File: config.mk
export PLATFORM = sky130hd
export DESIGN_NAME = adc_global_config_test_regs
export DESIGN_NICKNAME = d
export VERILOG_FILES = /design/src/rtl/adc_global_config_test_regs.v /design/src/rtl/pin_sync.v
export VERILOG_INCLUDE_DIRS = /design/src /design/src/rtl
export SDC_FILE = /design/constraint.sdc
export NUM_CORES = 1
export LEC_CHECK = 0
export BUFFER_PORTS_ARGS = -buffer_cell sky130_fd_sc_hd__buf_2
export CORE_ASPECT_RATIO = 0.6
export CORE_UTILIZATION = 55
export CTS_CLUSTER_SIZE = 8
export DETAILED_ROUTE_END_ITERATION = 16
export PLACE_DENSITY = 0.86
export SETUP_SLACK_MARGIN = 0.3
export SYNTH_ARGS = -nofsm -noshare
export SYNTH_HDL_FRONTEND = slang
export SYNTH_SLANG_ARGS = --single-unit
File: constraint.sdc
create_clock -name clock -period 3.1 [get_ports clock]
set_clock_uncertainty 0.1 [all_clocks]
set_input_delay 0.62 -clock clock [delete_from_list [all_inputs] [get_ports clock]]
set_output_delay 0.62 -clock clock [all_outputs]
set_load 0.05 [all_outputs]
File: src/rtl/adc_global_defs.vh
// constants for the global configuration and test register group
// assumes 13-bit register addresses and 8-bit register data
`ifndef ADC_GLOBAL_DEFS_VH
`define ADC_GLOBAL_DEFS_VH

// register addresses
`define ADDR_SKEW        13'h0070
`define ADDR_ADVANCE     13'h0071
`define ADDR_DIVISOR     13'h0072
`define ADDR_FORMAT      13'h0073
`define ADDR_RATE        13'h0074
`define ADDR_LOOP        13'h0075
`define ADDR_PATTERN     13'h00c0
`define ADDR_W1_LOW      13'h00c2
`define ADDR_W1_HIGH     13'h00c3
`define ADDR_W2_LOW      13'h00c4
`define ADDR_W2_HIGH     13'h00c5

// reset values
`define SKEW_RESET       8'h80
`define ZERO_BYTE        8'h00

// field positions
`define ADVANCE_BIT      0
`define LOOP_SLOW_BIT    6
`define DDR_BIT          0
`define DRIVE_HI         7
`define DRIVE_LO         5
`define CODE_HI          2
`define CODE_LO          0
`define MODE_HI          7
`define MODE_LO          6
`define SEL_HI           3
`define SEL_LO           0

// three-bit override codes
`define OVR_PIN          3'h0
`define OVR_ONE          3'h1
`define OVR_TWO          3'h2
`define OVR_FOUR         3'h4

// tri-level pin codes after sampling
`define PIN_LOW          2'h0
`define PIN_MID          2'h1
`define PIN_HIGH         2'h2

// effective drive and code selections
`define DRIVE_LVDS_2MA   2'h0
`define DRIVE_LVDS_3MA   2'h1
`define DRIVE_LVCMOS     2'h2
`define CODE_TWOS        2'h0
`define CODE_GRAY        2'h1
`define CODE_OFFSET      2'h2

// pattern modes and selectors
`define MODE_STATIC      2'h0
`define MODE_ALTERNATE   2'h1
`define SEL_OFF          4'h0
`define SEL_MID          4'h1
`define SEL_PLUS         4'h2
`define SEL_MINUS        4'h3
`define SEL_CHECKER      4'h4
`define SEL_ONE_ZERO     4'h7
`define SEL_USER         4'h8

// preset words
`define WORD_MID         16'h8000
`define WORD_ONES        16'hffff
`define WORD_ZEROS       16'h0000
`define WORD_CHECK_A     16'haaaa
`define WORD_CHECK_B     16'h5555

`endif

File: src/rtl/adc_global_config_test_regs.v
// global configuration and test register group of an interleaved adc
// assumes a serial port front end on the same clock that issues
// one-cycle write and read strobes and a one-cycle soft reset pulse
//
// Behaviour
// skew trim code drives linear 256-step core skew
// skew trim resets to 80h, zero offset
// phase slip shifts divided clock one cycle
// host slips by writing bit0 zero then one
// divisor field: pin, divide one, divide two
// soft reset keeps divisor and format registers
// drive field: pin, lvds 2ma, 3ma, lvcmos
// code field: pin, twos, gray, offset binary
// loop status bit 6 selects slow range
// host picks loop range by sample rate
// rate and loop registers jointly set ddr, range
// host writes desired xor both read values
// mode bits 7:6 static or alternate only
// alternate mode swaps words each clock
// pattern reaches outputs several cycles later
// selector picks preset, user or off pattern
// c2h, c3h form first user word
// c4h, c5h form second user word
// soft reset restores other register defaults
// rate write decoded xor prior two registers
// pin code 000 follows tri-level pin continuously
`timescale 1ns/1ps
`include "adc_global_defs.vh"

module adc_global_config_test_regs (
  input  wire        clock,                   // 10 mhz block clock
  input  wire        nrst,                    // synchronous reset, low
  input  wire        reg_write,               // write strobe, one cycle
  input  wire        reg_read,                // read strobe, one cycle
  input  wire [12:0] reg_addr,                // register address
  input  wire [7:0]  reg_wdata,               // write data
  input  wire        soft_reset,              // soft reset pulse
  input  wire [1:0]  divisor_select_pin,      // tri-level divisor pin
  input  wire [1:0]  output_drive_select_pin, // tri-level drive pin
  input  wire [1:0]  output_code_select_pin,  // tri-level code pin
  output reg  [7:0]  reg_rdata,               // read data
  output reg         read_valid,              // read data valid pulse
  output reg  [7:0]  skew_trim,               // core skew trim code
  output reg         div_by_two,              // divide by two active
  output reg         divided_phase,           // divided clock phase
  output reg  [1:0]  drive_mode,              // effective output drive
  output reg  [1:0]  code_format,             // effective sample code
  output reg         ddr_enable,              // double data rate
  output reg         loop_slow,               // loop slow range
  output reg         test_active,             // test pattern driven
  output reg  [15:0] test_word                // test pattern word
);

  // register storage
  reg [7:0]  core_skew_trim;         // skew trim code
  reg [7:0]  divided_clock_advance;  // phase slip register
  reg [7:0]  divisor_override;       // divisor override
  reg [7:0]  output_format_override; // drive and code override
  reg [7:0]  output_rate_control;    // last raw rate write
  reg [7:0]  loop_range_state;       // decoded rate setting
  reg [7:0]  pattern_test_control;   // pattern mode and selector
  reg [7:0]  custom_word_one_low;    // first user word, low
  reg [7:0]  custom_word_one_high;   // first user word, high
  reg [7:0]  custom_word_two_low;    // second user word, low
  reg [7:0]  custom_word_two_high;   // second user word, high

  reg        slip_request;           // pending phase slip
  reg [7:0]  next_rdata;             // read mux result
  reg        next_div_two;           // effective divisor
  reg [1:0]  next_drive;             // effective drive
  reg [1:0]  next_code;              // effective code

  // pattern activation pipeline
  reg [7:0]  stage_ctrl_a;           // first stage control
  reg [15:0] stage_one_a;            // first stage user word one
  reg [15:0] stage_two_a;            // first stage user word two
  reg [7:0]  stage_ctrl_b;           // second stage control
  reg [15:0] stage_one_b;            // second stage user word one
  reg [15:0] stage_two_b;            // second stage user word two
  reg        alt_phase;              // alternate word select
  reg        next_active;            // pattern enabled
  reg        next_alternate;         // two-word pattern
  reg [15:0] word_first;             // selected first word
  reg [15:0] word_second;            // selected second word

  wire [5:0] pins_synced;            // synchronised tri-level pins
  wire       write_hit;              // write strobe present
  wire [7:0] rate_decoded;           // decoded rate write

  assign write_hit = reg_write;

  // setting = written value xor prior raw and prior setting
  assign rate_decoded = reg_wdata ^ output_rate_control
                        ^ loop_range_state;

  // tri-level pins pass two flops before use
  pin_sync #(
    .WIDTH (6)
  ) u_pin_sync (
    .clock   (clock),
    .nrst    (nrst),
    .pin_in  ({divisor_select_pin, output_drive_select_pin,
               output_code_select_pin}),
    .pin_out (pins_synced)
  );

  // registers that a soft reset returns to default
  always @(posedge clock) begin
    if (!nrst || soft_reset) begin
      core_skew_trim        <= `SKEW_RESET;
      divided_clock_advance <= `ZERO_BYTE;
      output_rate_control   <= `ZERO_BYTE;
      loop_range_state      <= `ZERO_BYTE;  // fast range default
      pattern_test_control  <= `ZERO_BYTE;
      custom_word_one_low   <= `ZERO_BYTE;
      custom_word_one_high  <= `ZERO_BYTE;
      custom_word_two_low   <= `ZERO_BYTE;
      custom_word_two_high  <= `ZERO_BYTE;
    end else if (write_hit) begin
      case (reg_addr)
        `ADDR_SKEW:    core_skew_trim        <= reg_wdata;
        `ADDR_ADVANCE: divided_clock_advance <= reg_wdata;
        `ADDR_RATE: begin
          output_rate_control <= reg_wdata;
          loop_range_state    <= rate_decoded;
        end
        `ADDR_PATTERN: pattern_test_control <= reg_wdata;
        `ADDR_W1_LOW:  custom_word_one_low  <= reg_wdata;
        `ADDR_W1_HIGH: custom_word_one_high <= reg_wdata;
        `ADDR_W2_LOW:  custom_word_two_low  <= reg_wdata;
        `ADDR_W2_HIGH: custom_word_two_high <= reg_wdata;
        default: begin
          // other addresses, including the loop register, ignored
        end
      endcase
    end
  end

  // override registers survive a soft reset
  always @(posedge clock) begin
    if (!nrst) begin
      divisor_override       <= `ZERO_BYTE;
      output_format_override <= `ZERO_BYTE;
    end else if (write_hit && !soft_reset) begin
      if (reg_addr == `ADDR_DIVISOR)
        divisor_override <= reg_wdata;
      if (reg_addr == `ADDR_FORMAT)
        output_format_override <= reg_wdata;
    end
  end

  // phase slip armed by a one written over a stored zero
  always @(posedge clock) begin
    if (!nrst || soft_reset) begin
      slip_request <= 1'b0;
    end else if (write_hit && reg_addr == `ADDR_ADVANCE
                 && reg_wdata[`ADVANCE_BIT]
                 && !divided_clock_advance[`ADVANCE_BIT]) begin
      slip_request <= div_by_two; // only meaningful in divide by two
    end else begin
      slip_request <= 1'b0;
    end
  end

  // effective divisor, drive and code from override or pins
  always @* begin
    // divisor: low pin divides by one, others by two
    case (divisor_override[2:0])
      `OVR_ONE: next_div_two = 1'b0;
      `OVR_TWO: next_div_two = 1'b1;
      default:  next_div_two = (pins_synced[5:4] != `PIN_LOW);
    endcase
    // drive strength and physical format
    case (output_format_override[`DRIVE_HI:`DRIVE_LO])
      `OVR_ONE:  next_drive = `DRIVE_LVDS_2MA;
      `OVR_TWO:  next_drive = `DRIVE_LVDS_3MA;
      `OVR_FOUR: next_drive = `DRIVE_LVCMOS;
      default: begin
        if (pins_synced[3:2] == `PIN_HIGH)
          next_drive = `DRIVE_LVCMOS;
        else
          next_drive = pins_synced[3:2];
      end
    endcase
    // sample coding
    case (output_format_override[`CODE_HI:`CODE_LO])
      `OVR_ONE:  next_code = `CODE_TWOS;
      `OVR_TWO:  next_code = `CODE_GRAY;
      `OVR_FOUR: next_code = `CODE_OFFSET;
      default: begin
        if (pins_synced[1:0] == `PIN_HIGH)
          next_code = `CODE_OFFSET;
        else
          next_code = pins_synced[1:0];
      end
    endcase
  end

  // divided clock phase, a slip skips one toggle
  always @(posedge clock) begin
    if (!nrst) begin
      div_by_two    <= 1'b0;
      divided_phase <= 1'b0;
    end else begin
      div_by_two <= next_div_two;
      if (!div_by_two)
        divided_phase <= 1'b0;
      else if (slip_request)
        divided_phase <= divided_phase; // edge moves one cycle
      else
        divided_phase <= ~divided_phase;
    end
  end

  // configuration outputs
  always @(posedge clock) begin
    if (!nrst) begin
      skew_trim   <= `SKEW_RESET;
      drive_mode  <= `DRIVE_LVDS_2MA;
      code_format <= `CODE_TWOS;
      ddr_enable  <= 1'b0;
      loop_slow   <= 1'b0;
    end else begin
      skew_trim   <= core_skew_trim;
      drive_mode  <= next_drive;
      code_format <= next_code;
      ddr_enable  <= loop_range_state[`DDR_BIT];
      loop_slow   <= loop_range_state[`LOOP_SLOW_BIT];
    end
  end

  // read mux, unmapped addresses read zero
  always @* begin
    case (reg_addr)
      `ADDR_SKEW:    next_rdata = core_skew_trim;
      `ADDR_ADVANCE: next_rdata = divided_clock_advance;
      `ADDR_DIVISOR: next_rdata = divisor_override;
      `ADDR_FORMAT:  next_rdata = output_format_override;
      `ADDR_RATE:    next_rdata = output_rate_control;
      `ADDR_LOOP:    next_rdata = loop_range_state;
      `ADDR_PATTERN: next_rdata = pattern_test_control;
      `ADDR_W1_LOW:  next_rdata = custom_word_one_low;
      `ADDR_W1_HIGH: next_rdata = custom_word_one_high;
      `ADDR_W2_LOW:  next_rdata = custom_word_two_low;
      `ADDR_W2_HIGH: next_rdata = custom_word_two_high;
      default:       next_rdata = `ZERO_BYTE;
    endcase
  end

  // read data registered one cycle after the strobe
  always @(posedge clock) begin
    if (!nrst) begin
      reg_rdata  <= `ZERO_BYTE;
      read_valid <= 1'b0;
    end else begin
      read_valid <= reg_read;
      if (reg_read)
        reg_rdata <= next_rdata;
    end
  end

  // pattern settings pass two stages before the outputs
  always @(posedge clock) begin
    if (!nrst) begin
      stage_ctrl_a <= `ZERO_BYTE;
      stage_one_a  <= `WORD_ZEROS;
      stage_two_a  <= `WORD_ZEROS;
      stage_ctrl_b <= `ZERO_BYTE;
      stage_one_b  <= `WORD_ZEROS;
      stage_two_b  <= `WORD_ZEROS;
    end else begin
      stage_ctrl_a <= pattern_test_control;
      stage_one_a  <= {custom_word_one_high, custom_word_one_low};
      stage_two_a  <= {custom_word_two_high, custom_word_two_low};
      stage_ctrl_b <= stage_ctrl_a;
      stage_one_b  <= stage_one_a;
      stage_two_b  <= stage_two_a;
    end
  end

  // pattern word decode
  always @*
  begin
    word_first     = `WORD_ZEROS;
    word_second    = `WORD_ZEROS;
    next_active    = 1'b1;
    next_alternate = 1'b0;
    case (stage_ctrl_b[`SEL_HI:`SEL_LO])
      `SEL_MID:   word_first = `WORD_MID;
      `SEL_PLUS:  word_first = `WORD_ONES;
      `SEL_MINUS: word_first = `WORD_ZEROS;
      `SEL_CHECKER: begin
        word_first     = `WORD_CHECK_A;
        word_second    = `WORD_CHECK_B;
        next_alternate = 1'b1;
      end
      `SEL_ONE_ZERO: begin
        word_first     = `WORD_ONES;
        word_second    = `WORD_ZEROS;
        next_alternate = 1'b1;
      end
      `SEL_USER: begin
        word_first     = stage_one_b;
        word_second    = stage_two_b;
        next_alternate = 1'b1;
      end
      default: next_active = 1'b0;          // off and reserved codes
    endcase
    // reserved mode values disable the pattern
    case (stage_ctrl_b[`MODE_HI:`MODE_LO])
      `MODE_STATIC:    next_alternate = 1'b0;
      `MODE_ALTERNATE: next_alternate = next_alternate;
      default: begin
        next_active    = 1'b0;
        next_alternate = 1'b0;
      end
    endcase
  end

  // test word output, alternating per clock when asked
  always @(posedge clock) begin
    if (!nrst) begin
      test_active <= 1'b0;
      test_word   <= `WORD_ZEROS;
      alt_phase   <= 1'b0;
    end else begin
      test_active <= next_active;
      if (next_active && next_alternate)
        alt_phase <= ~alt_phase;
      else
        alt_phase <= 1'b0;
      if (!next_active)
        test_word <= `WORD_ZEROS;
      else if (next_alternate && alt_phase)
        test_word <= word_second;
      else
        test_word <= word_first;     // static holds one word
    end
  end

endmodule // adc_global_config_test_regs

File: src/rtl/pin_sync.v
// two-flop synchroniser for a group of asynchronous pin levels
// assumes the pins are quasi-static straps; bits are not aligned
`timescale 1ns/1ps

module pin_sync #(
  parameter WIDTH = 6                  // number of pin bits
) (
  input  wire             clock,       // block clock
  input  wire             nrst,        // synchronous reset, active low
  input  wire [WIDTH-1:0] pin_in,      // raw pin levels
  output reg  [WIDTH-1:0] pin_out      // synchronised levels
);

  reg [WIDTH-1:0] first;               // metastability stage, read below only

  // two stages, the first read by the second alone
  always @(posedge clock) begin
    if (!nrst) begin
      first   <= {WIDTH{1'b0}};
      pin_out <= {WIDTH{1'b0}};
    end else begin
      first   <= pin_in;
      pin_out <= first;
    end
  end

endmodule // pin_sync

==> impl_results.md, run 1 <==
- Crit Path Class: register to register
- CP required: 3390 ps
- Cell variety after synth: 60
- Pleak: 3.96 nW
- Hpwl dp: 13800 um
- Commonest non-fill, non-tap cell in the layout: dfxtp_1
- Ys flop type: dfxtp_1
- Syn-to-layout area delta: 17.2%
- Seq/Total Area, Yosys: 0.532
- CTS root buf: clkbuf_16
- CP Launch Type: register
- Max-slew violation count: 0
- Initial Util: 0.567
- Fillers: 1104
- Critical-path cell with the highest stage delay: a211oi_1
- Crit. End Element: register
- Relative slew slack: 0.421
- Final setup vio count: 0
- Post-synth EDFFs: 0
- # hold bufs at CTS: 0
- Tmin final: 2380 ps
- Setup repair bufs after CTS: 0
- Placed cell areas: 0.00887 mm2
- Clock transition at the registers of the reported paths: 50 ps
- Cell Area, Synth: 0.00827 mm2
- Final #Nets: 943
- Worst EP arrival: 2670 ps
- Cell Rows: 34
- Routed wl met3: 2330 um
- Grt ovf: 0
- Largest net degree at the start of global routing: 75
- Drt drc: 0
- Power per Cell Area: 618 mW/mm2
- Synth warnings: 0
- Buffers on Ports: 73
- GRT Resource Usage Total: 0.265
- TritonCTS clock tree: done
- Via density: 5.77
- First-pass GRT wire length: 32000 um
- VDD IR max: 498 uV
- Max-cap violation count: 0
- Most frequent cells in the layout: 220 x dfxtp_1, 104 x and2_1, 86 x nor2_1
- Vias in the first global route: 5828
- CP top delay family: compound AO/OA/AOI/OAI gates
- WL per Instance: 18.6 um
- Layout cell share with drive strength beyond 1: 0.175
- Worst path cell trace: xor2_1 > a22o_1 > a311oi_1 > o2111ai_1 > a211oi_1
- Die Ht: 97 um
- Uppermost layer routed: met4
- Total power: 5.99 mW
- RSZ-0062 raised after global routing: no
- Total CTS buffers: 31
- Clock insertion delay at the later pin of the skew report: 550 ps
- Met2 WL: 8460 um
- Hold/Removal Path Class: primary input to register
- Core area: 0.0146 mm2
- CP Buf/Inv Count: 0
- CTS H-tree depth: 1
- Die Wd: 160 um
- Ys async rst share: 0
- I/O pin cnt: 74
- Worst-margin pin slew: 868 ps
- Setup TNS: 0 ps
- Vias: 6404
- Full die area: 0.0156 mm2
- Clock sink total: 220
- Initial antenna violation count: 0
- Routed met1 length: 9370 um
- Synth Register Bits: 220
- Detailed Route WL: 20600 um
- CP Max Fanout: 10
- Synth Instances: 836
- Iteration-0 DRC Markers: 669
- Status: complete, no violations
- N_diodes: 0
- Final Cell Area: 0.00969 mm2
- Post-CTS sizing: 0
- 1st-pass router iterations: 5
- Antenna viol nets, final: 0
- Slowest Stage Delay on Critical Path: 530 ps
- Period Utilization, post-route: 0.768
- Synthesized Nets: 868
- Final Hold Fails: 0
- Synthesized area per cell: 9.90 um2
- Clock Tree Buf Depth: 3
- RePlAce Congestion: 0.971
- Achievable Freq: 0.420 GHz
[synth_stat cells, types with 9 or more instances]
master	count	area, um2
mux2i_1	69	691
nand2_1	38	143
dfxtp_1	220	4400
nor2_1	86	323
xnor2_1	9	78.8
inv_1	11	41.3
and2_1	104	651
a21oi_1	28	140
a211oi_1	11	82.6
nand3_1	25	125
clkbuf_1	44	165
nor3_1	12	60.1
nor2b_1	9	56.3
o21ai_0	39	195
[kinds of logic after synthesis]
kind of cell           after synthesis  share of synthesized area
flip-flops                         220                      0.532
multiplexers                        79                      0.103
buffers and inverters               69                     0.0348
XOR/XNOR                            12                     0.0144
AND/OR/NAND/NOR                    324                      0.209
AO/OA/AOI/OAI                      132                      0.107
[worst register-to-register path, stage by stage (launching register included)]
cell	delay, ps
dfxtp_1	520
xor2_1	120
a22o_1	280
a311oi_1	300
o2111ai_1	370
a211oi_1	530
[power breakdown]
part | switching [mW] | total [mW] | leakage (nW) | internal (mW)
logic | 0.138 | 0.196 | 1.78 | 0.0575
registers | 0.00321 | 2.85 | 1.77 | 2.84
clock network | 1.12 | 2.95 | 0.406 | 1.83
[final timing paths]
check | slack (ps) | start | endpoint | cells past startpoint
setup reg to reg | 720 | stage_ctrl_b[2] | test_word[1] | 5
hold / removal | 190 | output_code_select_pin[1] | u_pin_sync.first[1] | 2
hold reg to reg | 330 | stage_one_a[2] | stage_one_b[2] | 1
setup / recovery | 720 | stage_ctrl_b[2] | test_word[1] | 5
[metrics by stage]
stage | hold slack (ps) | utilization | std cells | worst slack [ps]
global placement | 314 | 0.608 | 1076 | 292
detailed placement | 320 | 0.608 | 1076 | 244
finish | 187 | 0.664 | 1109 | 720
floorplan | 312 | - | 836 | 362
CTS | 176 | 0.664 | 1109 | 777
global route | 184 | 0.664 | 1109 | 552
[routing by layer]
metal  global-route usage  up-vias
li1                     -     3030
met1                0.394     3008
met2                0.373      324
met3               0.0690       42
met4               0.0769        0
met5                    0        -
[registers in the layout, summed over array words and instances (netlist names), 16 cells and up]
signal / count
stage_two_a: 16
stage_two_b: 16
stage_one_a: 16
stage_one_b: 16
test_word: 16
[cell type report]
cell class	count	area (um2)	area share
tap	198	248	0.0256
multi-input combinational	547	3590	0.370
timing repair buffer	100	583	0.0602
inverter	11	41.3	0.00426
sequential	220	4400	0.454
clock buffer	31	776	0.0800
clock inverter	2	50.0	0.00516
(Power assumes the default switching activity.)
==> run 2: changes to the inputs <==
clock period = 2.25 ns   (was 3.1 ns; I/O delays follow)
==> run 2 against run 1 <==
Against the previous run:
- clock power is 36% higher
- critical path depth is 1 higher
- sequential share of layout area is 1.9 points lower
- via count is 3.6% higher
- largest cell class unchanged
- first-iteration DRC count is 4.8% higher
- total power is 38% higher
- utilization is 3.1 points higher
- sequential cell count stayed put
- highest routed layer unchanged
- cell area is 4.6% higher
- largest power group unchanged
- combinational power is 58% higher
- final cell count is 2.7% higher
- sequential power is 38% higher
==> impl_results.md, run 2 (synthesis results as in run 1) <==
- Final setup vio count: 0
- Critical-path cell with the highest stage delay: or4_4
- Status: complete, no violations
- Tmin final: 1990 ps
- WL per Instance: 19.2 um
- Final WS setup: 261 ps
- Achievable Freq: 0.503 GHz
- Via density: 5.83
- Worst path cell trace: buf_6 > or4_4 > or2_4 > or3_4 > or3_1 > a21oi_2
- Most frequent cells in the layout: 216 x dfxtp_1, 104 x and2_1, 86 x nor2_1
- CP Buf/Inv Count: 1
- Iteration-0 DRC Markers: 701
- First-pass GRT wire length: 33800 um
- Grt ovf: 0
- Clock transition at the registers of the reported paths: 50 ps
- Hold/Removal Path Class: primary input to register
- RePlAce Congestion: 0.976
- Layout cell share with drive strength beyond 1: 0.235
- Syn-to-layout area delta: 22.6%
- CTS root buf: clkbuf_16
- Largest net degree at the start of global routing: 89
- Relative slew slack: 0.627
- Hold EP: u_pin_sync.first[4]
- VDD IR max: 731 uV
- Hpwl dp: 14100 um
- Placed cell areas: 0.00916 mm2
- CP Max Fanout: 6
- Worst R2R Path Depth: 6
- I/O pin cnt: 74
- N_diodes: 0
- Drt drc: 0
- Vias in the first global route: 6229
- Vias: 6636
- Period Utilization, post-route: 0.884
- Initial Util: 0.567
- Die Wd: 160 um
- GRT Resource Usage Total: 0.278
- Total CTS buffers: 31
- RSZ-0062 raised after global routing: yes
- Cell Rows: 34
- Core area: 0.0146 mm2
- Initial antenna violation count: 0
- Final Cell Area: 0.0101 mm2
- Crit Path Class: primary input to register
- Power per Cell Area: 813 mW/mm2
- R2r startpoint: stage_ctrl_b[7]
- Final #Nets: 974
- CP Launch Type: primary input
- Detailed Route WL: 21800 um
- Max-cap violation count: 0
- CTS H-tree depth: 1
- Pleak: 4.17 nW
- Antenna viol nets, final: 0
- Cell count of the worst hold path: 2
- Buffers on Ports: 73
- Die Ht: 97 um
- Worst reg2reg setup slack: 360 ps
- Commonest non-fill, non-tap cell in the layout: dfxtp_1
- Min-Delay Startpoint: divisor_select_pin[0]
- 1st-pass router iterations: 5
- Setup Slack @ Placement: -262 ps
- TritonCTS clock tree: done
- Worst-margin pin slew: 558 ps
- CP required: 2610 ps
- Clock Tree Buf Depth: 3
- Worst EP arrival: 2350 ps
- Setup TNS: 0 ps
- Clock sink total: 220
- Slowest Stage Delay on Critical Path: 530 ps
- Max-slew violation count: 0
- Crit. End Element: register
- Full die area: 0.0156 mm2
- Clock insertion delay at the later pin of the skew report: 530 ps
- CP top delay family: simple AND/OR/NAND/NOR gates
- Worst r2r dst: test_word[12]
- Final Hold Fails: 0
-- run 2: final cells by class --
cell class                      instances  area [um2]
Clock buffer                           31         776
Clock inverter                          1        30.0
Fill cell                            1057        4450
Inverter                               11        41.3
Multi-Input combinational cell        549        3790
Sequential cell                       220        4410
Tap cell                              198         248
Timing Repair Buffer                  129         847
-- run 2: how the worst max path moves through the flow --
stage | cells after the start | endpoint | slack [ps] | startpoint
3_3_place_gp | 8 | pattern_test_control[6] | -190 | reg_addr[11]
6_report | 6 | loop_range_state[0] | 260 | reg_addr[11]
3_5_place_dp | 6 | loop_range_state[1] | -260 | reg_addr[11]
5_1_grt | 6 | test_word[12] | 210 | stage_ctrl_b[7]
2_1_floorplan | 8 | loop_range_state[5] | -160 | reg_addr[1]
4_1_cts | 6 | loop_range_state[1] | 310 | reg_addr[11]
-- run 2: routing by layer --
layer / part of all wire / GRT usage / up-vias
met2: 0.43 / 0.403 / 357
met3: 0.11 / 0.0738 / 37
met1: 0.45 / 0.406 / 3138
li1: - / - / 3104
met4: 0.016 / 0.0711 / 0
met5: 0 / 0 / -
-- run 2: metrics by stage --
step | std cells | hold WS (ps) | power (mW) | utilization
detailed placement | 1102 | 318 | 4.29 | 0.628
global route | 1139 | 21.6 | 8.47 | 0.695
floorplan | 836 | 312 | 4.18 | -
finish | 1139 | 27.6 | 8.24 | 0.695
global placement | 1102 | 313 | 4.29 | 0.628
CTS | 1134 | 21.9 | 8.27 | 0.686
-- run 2: power breakdown --
group / total, mW / internal (mW) / switching, mW
Clock: 4.01 / 2.50 / 1.52
Sequential: 3.92 / 3.92 / 0.00532
Combinational: 0.309 / 0.102 / 0.206
-- run 2: worst reg2reg max path: stages (launching register included) --
cell and delay, ps:
dfxtp_2 350, nand3b_1 220, o21bai_1 260, a311oi_2 160, nor4bb_4 370, buf_6 180
o221a_2 190
-- run 2: repair_timing --
action	CTS	global route
hold buffers	0	0
gates resized for setup	10	23
endpoints found under the setup margin	23	32
endpoints found under the hold margin	0	0
gates cloned	0	2
setup buffers	0	3
pin swaps	2	9
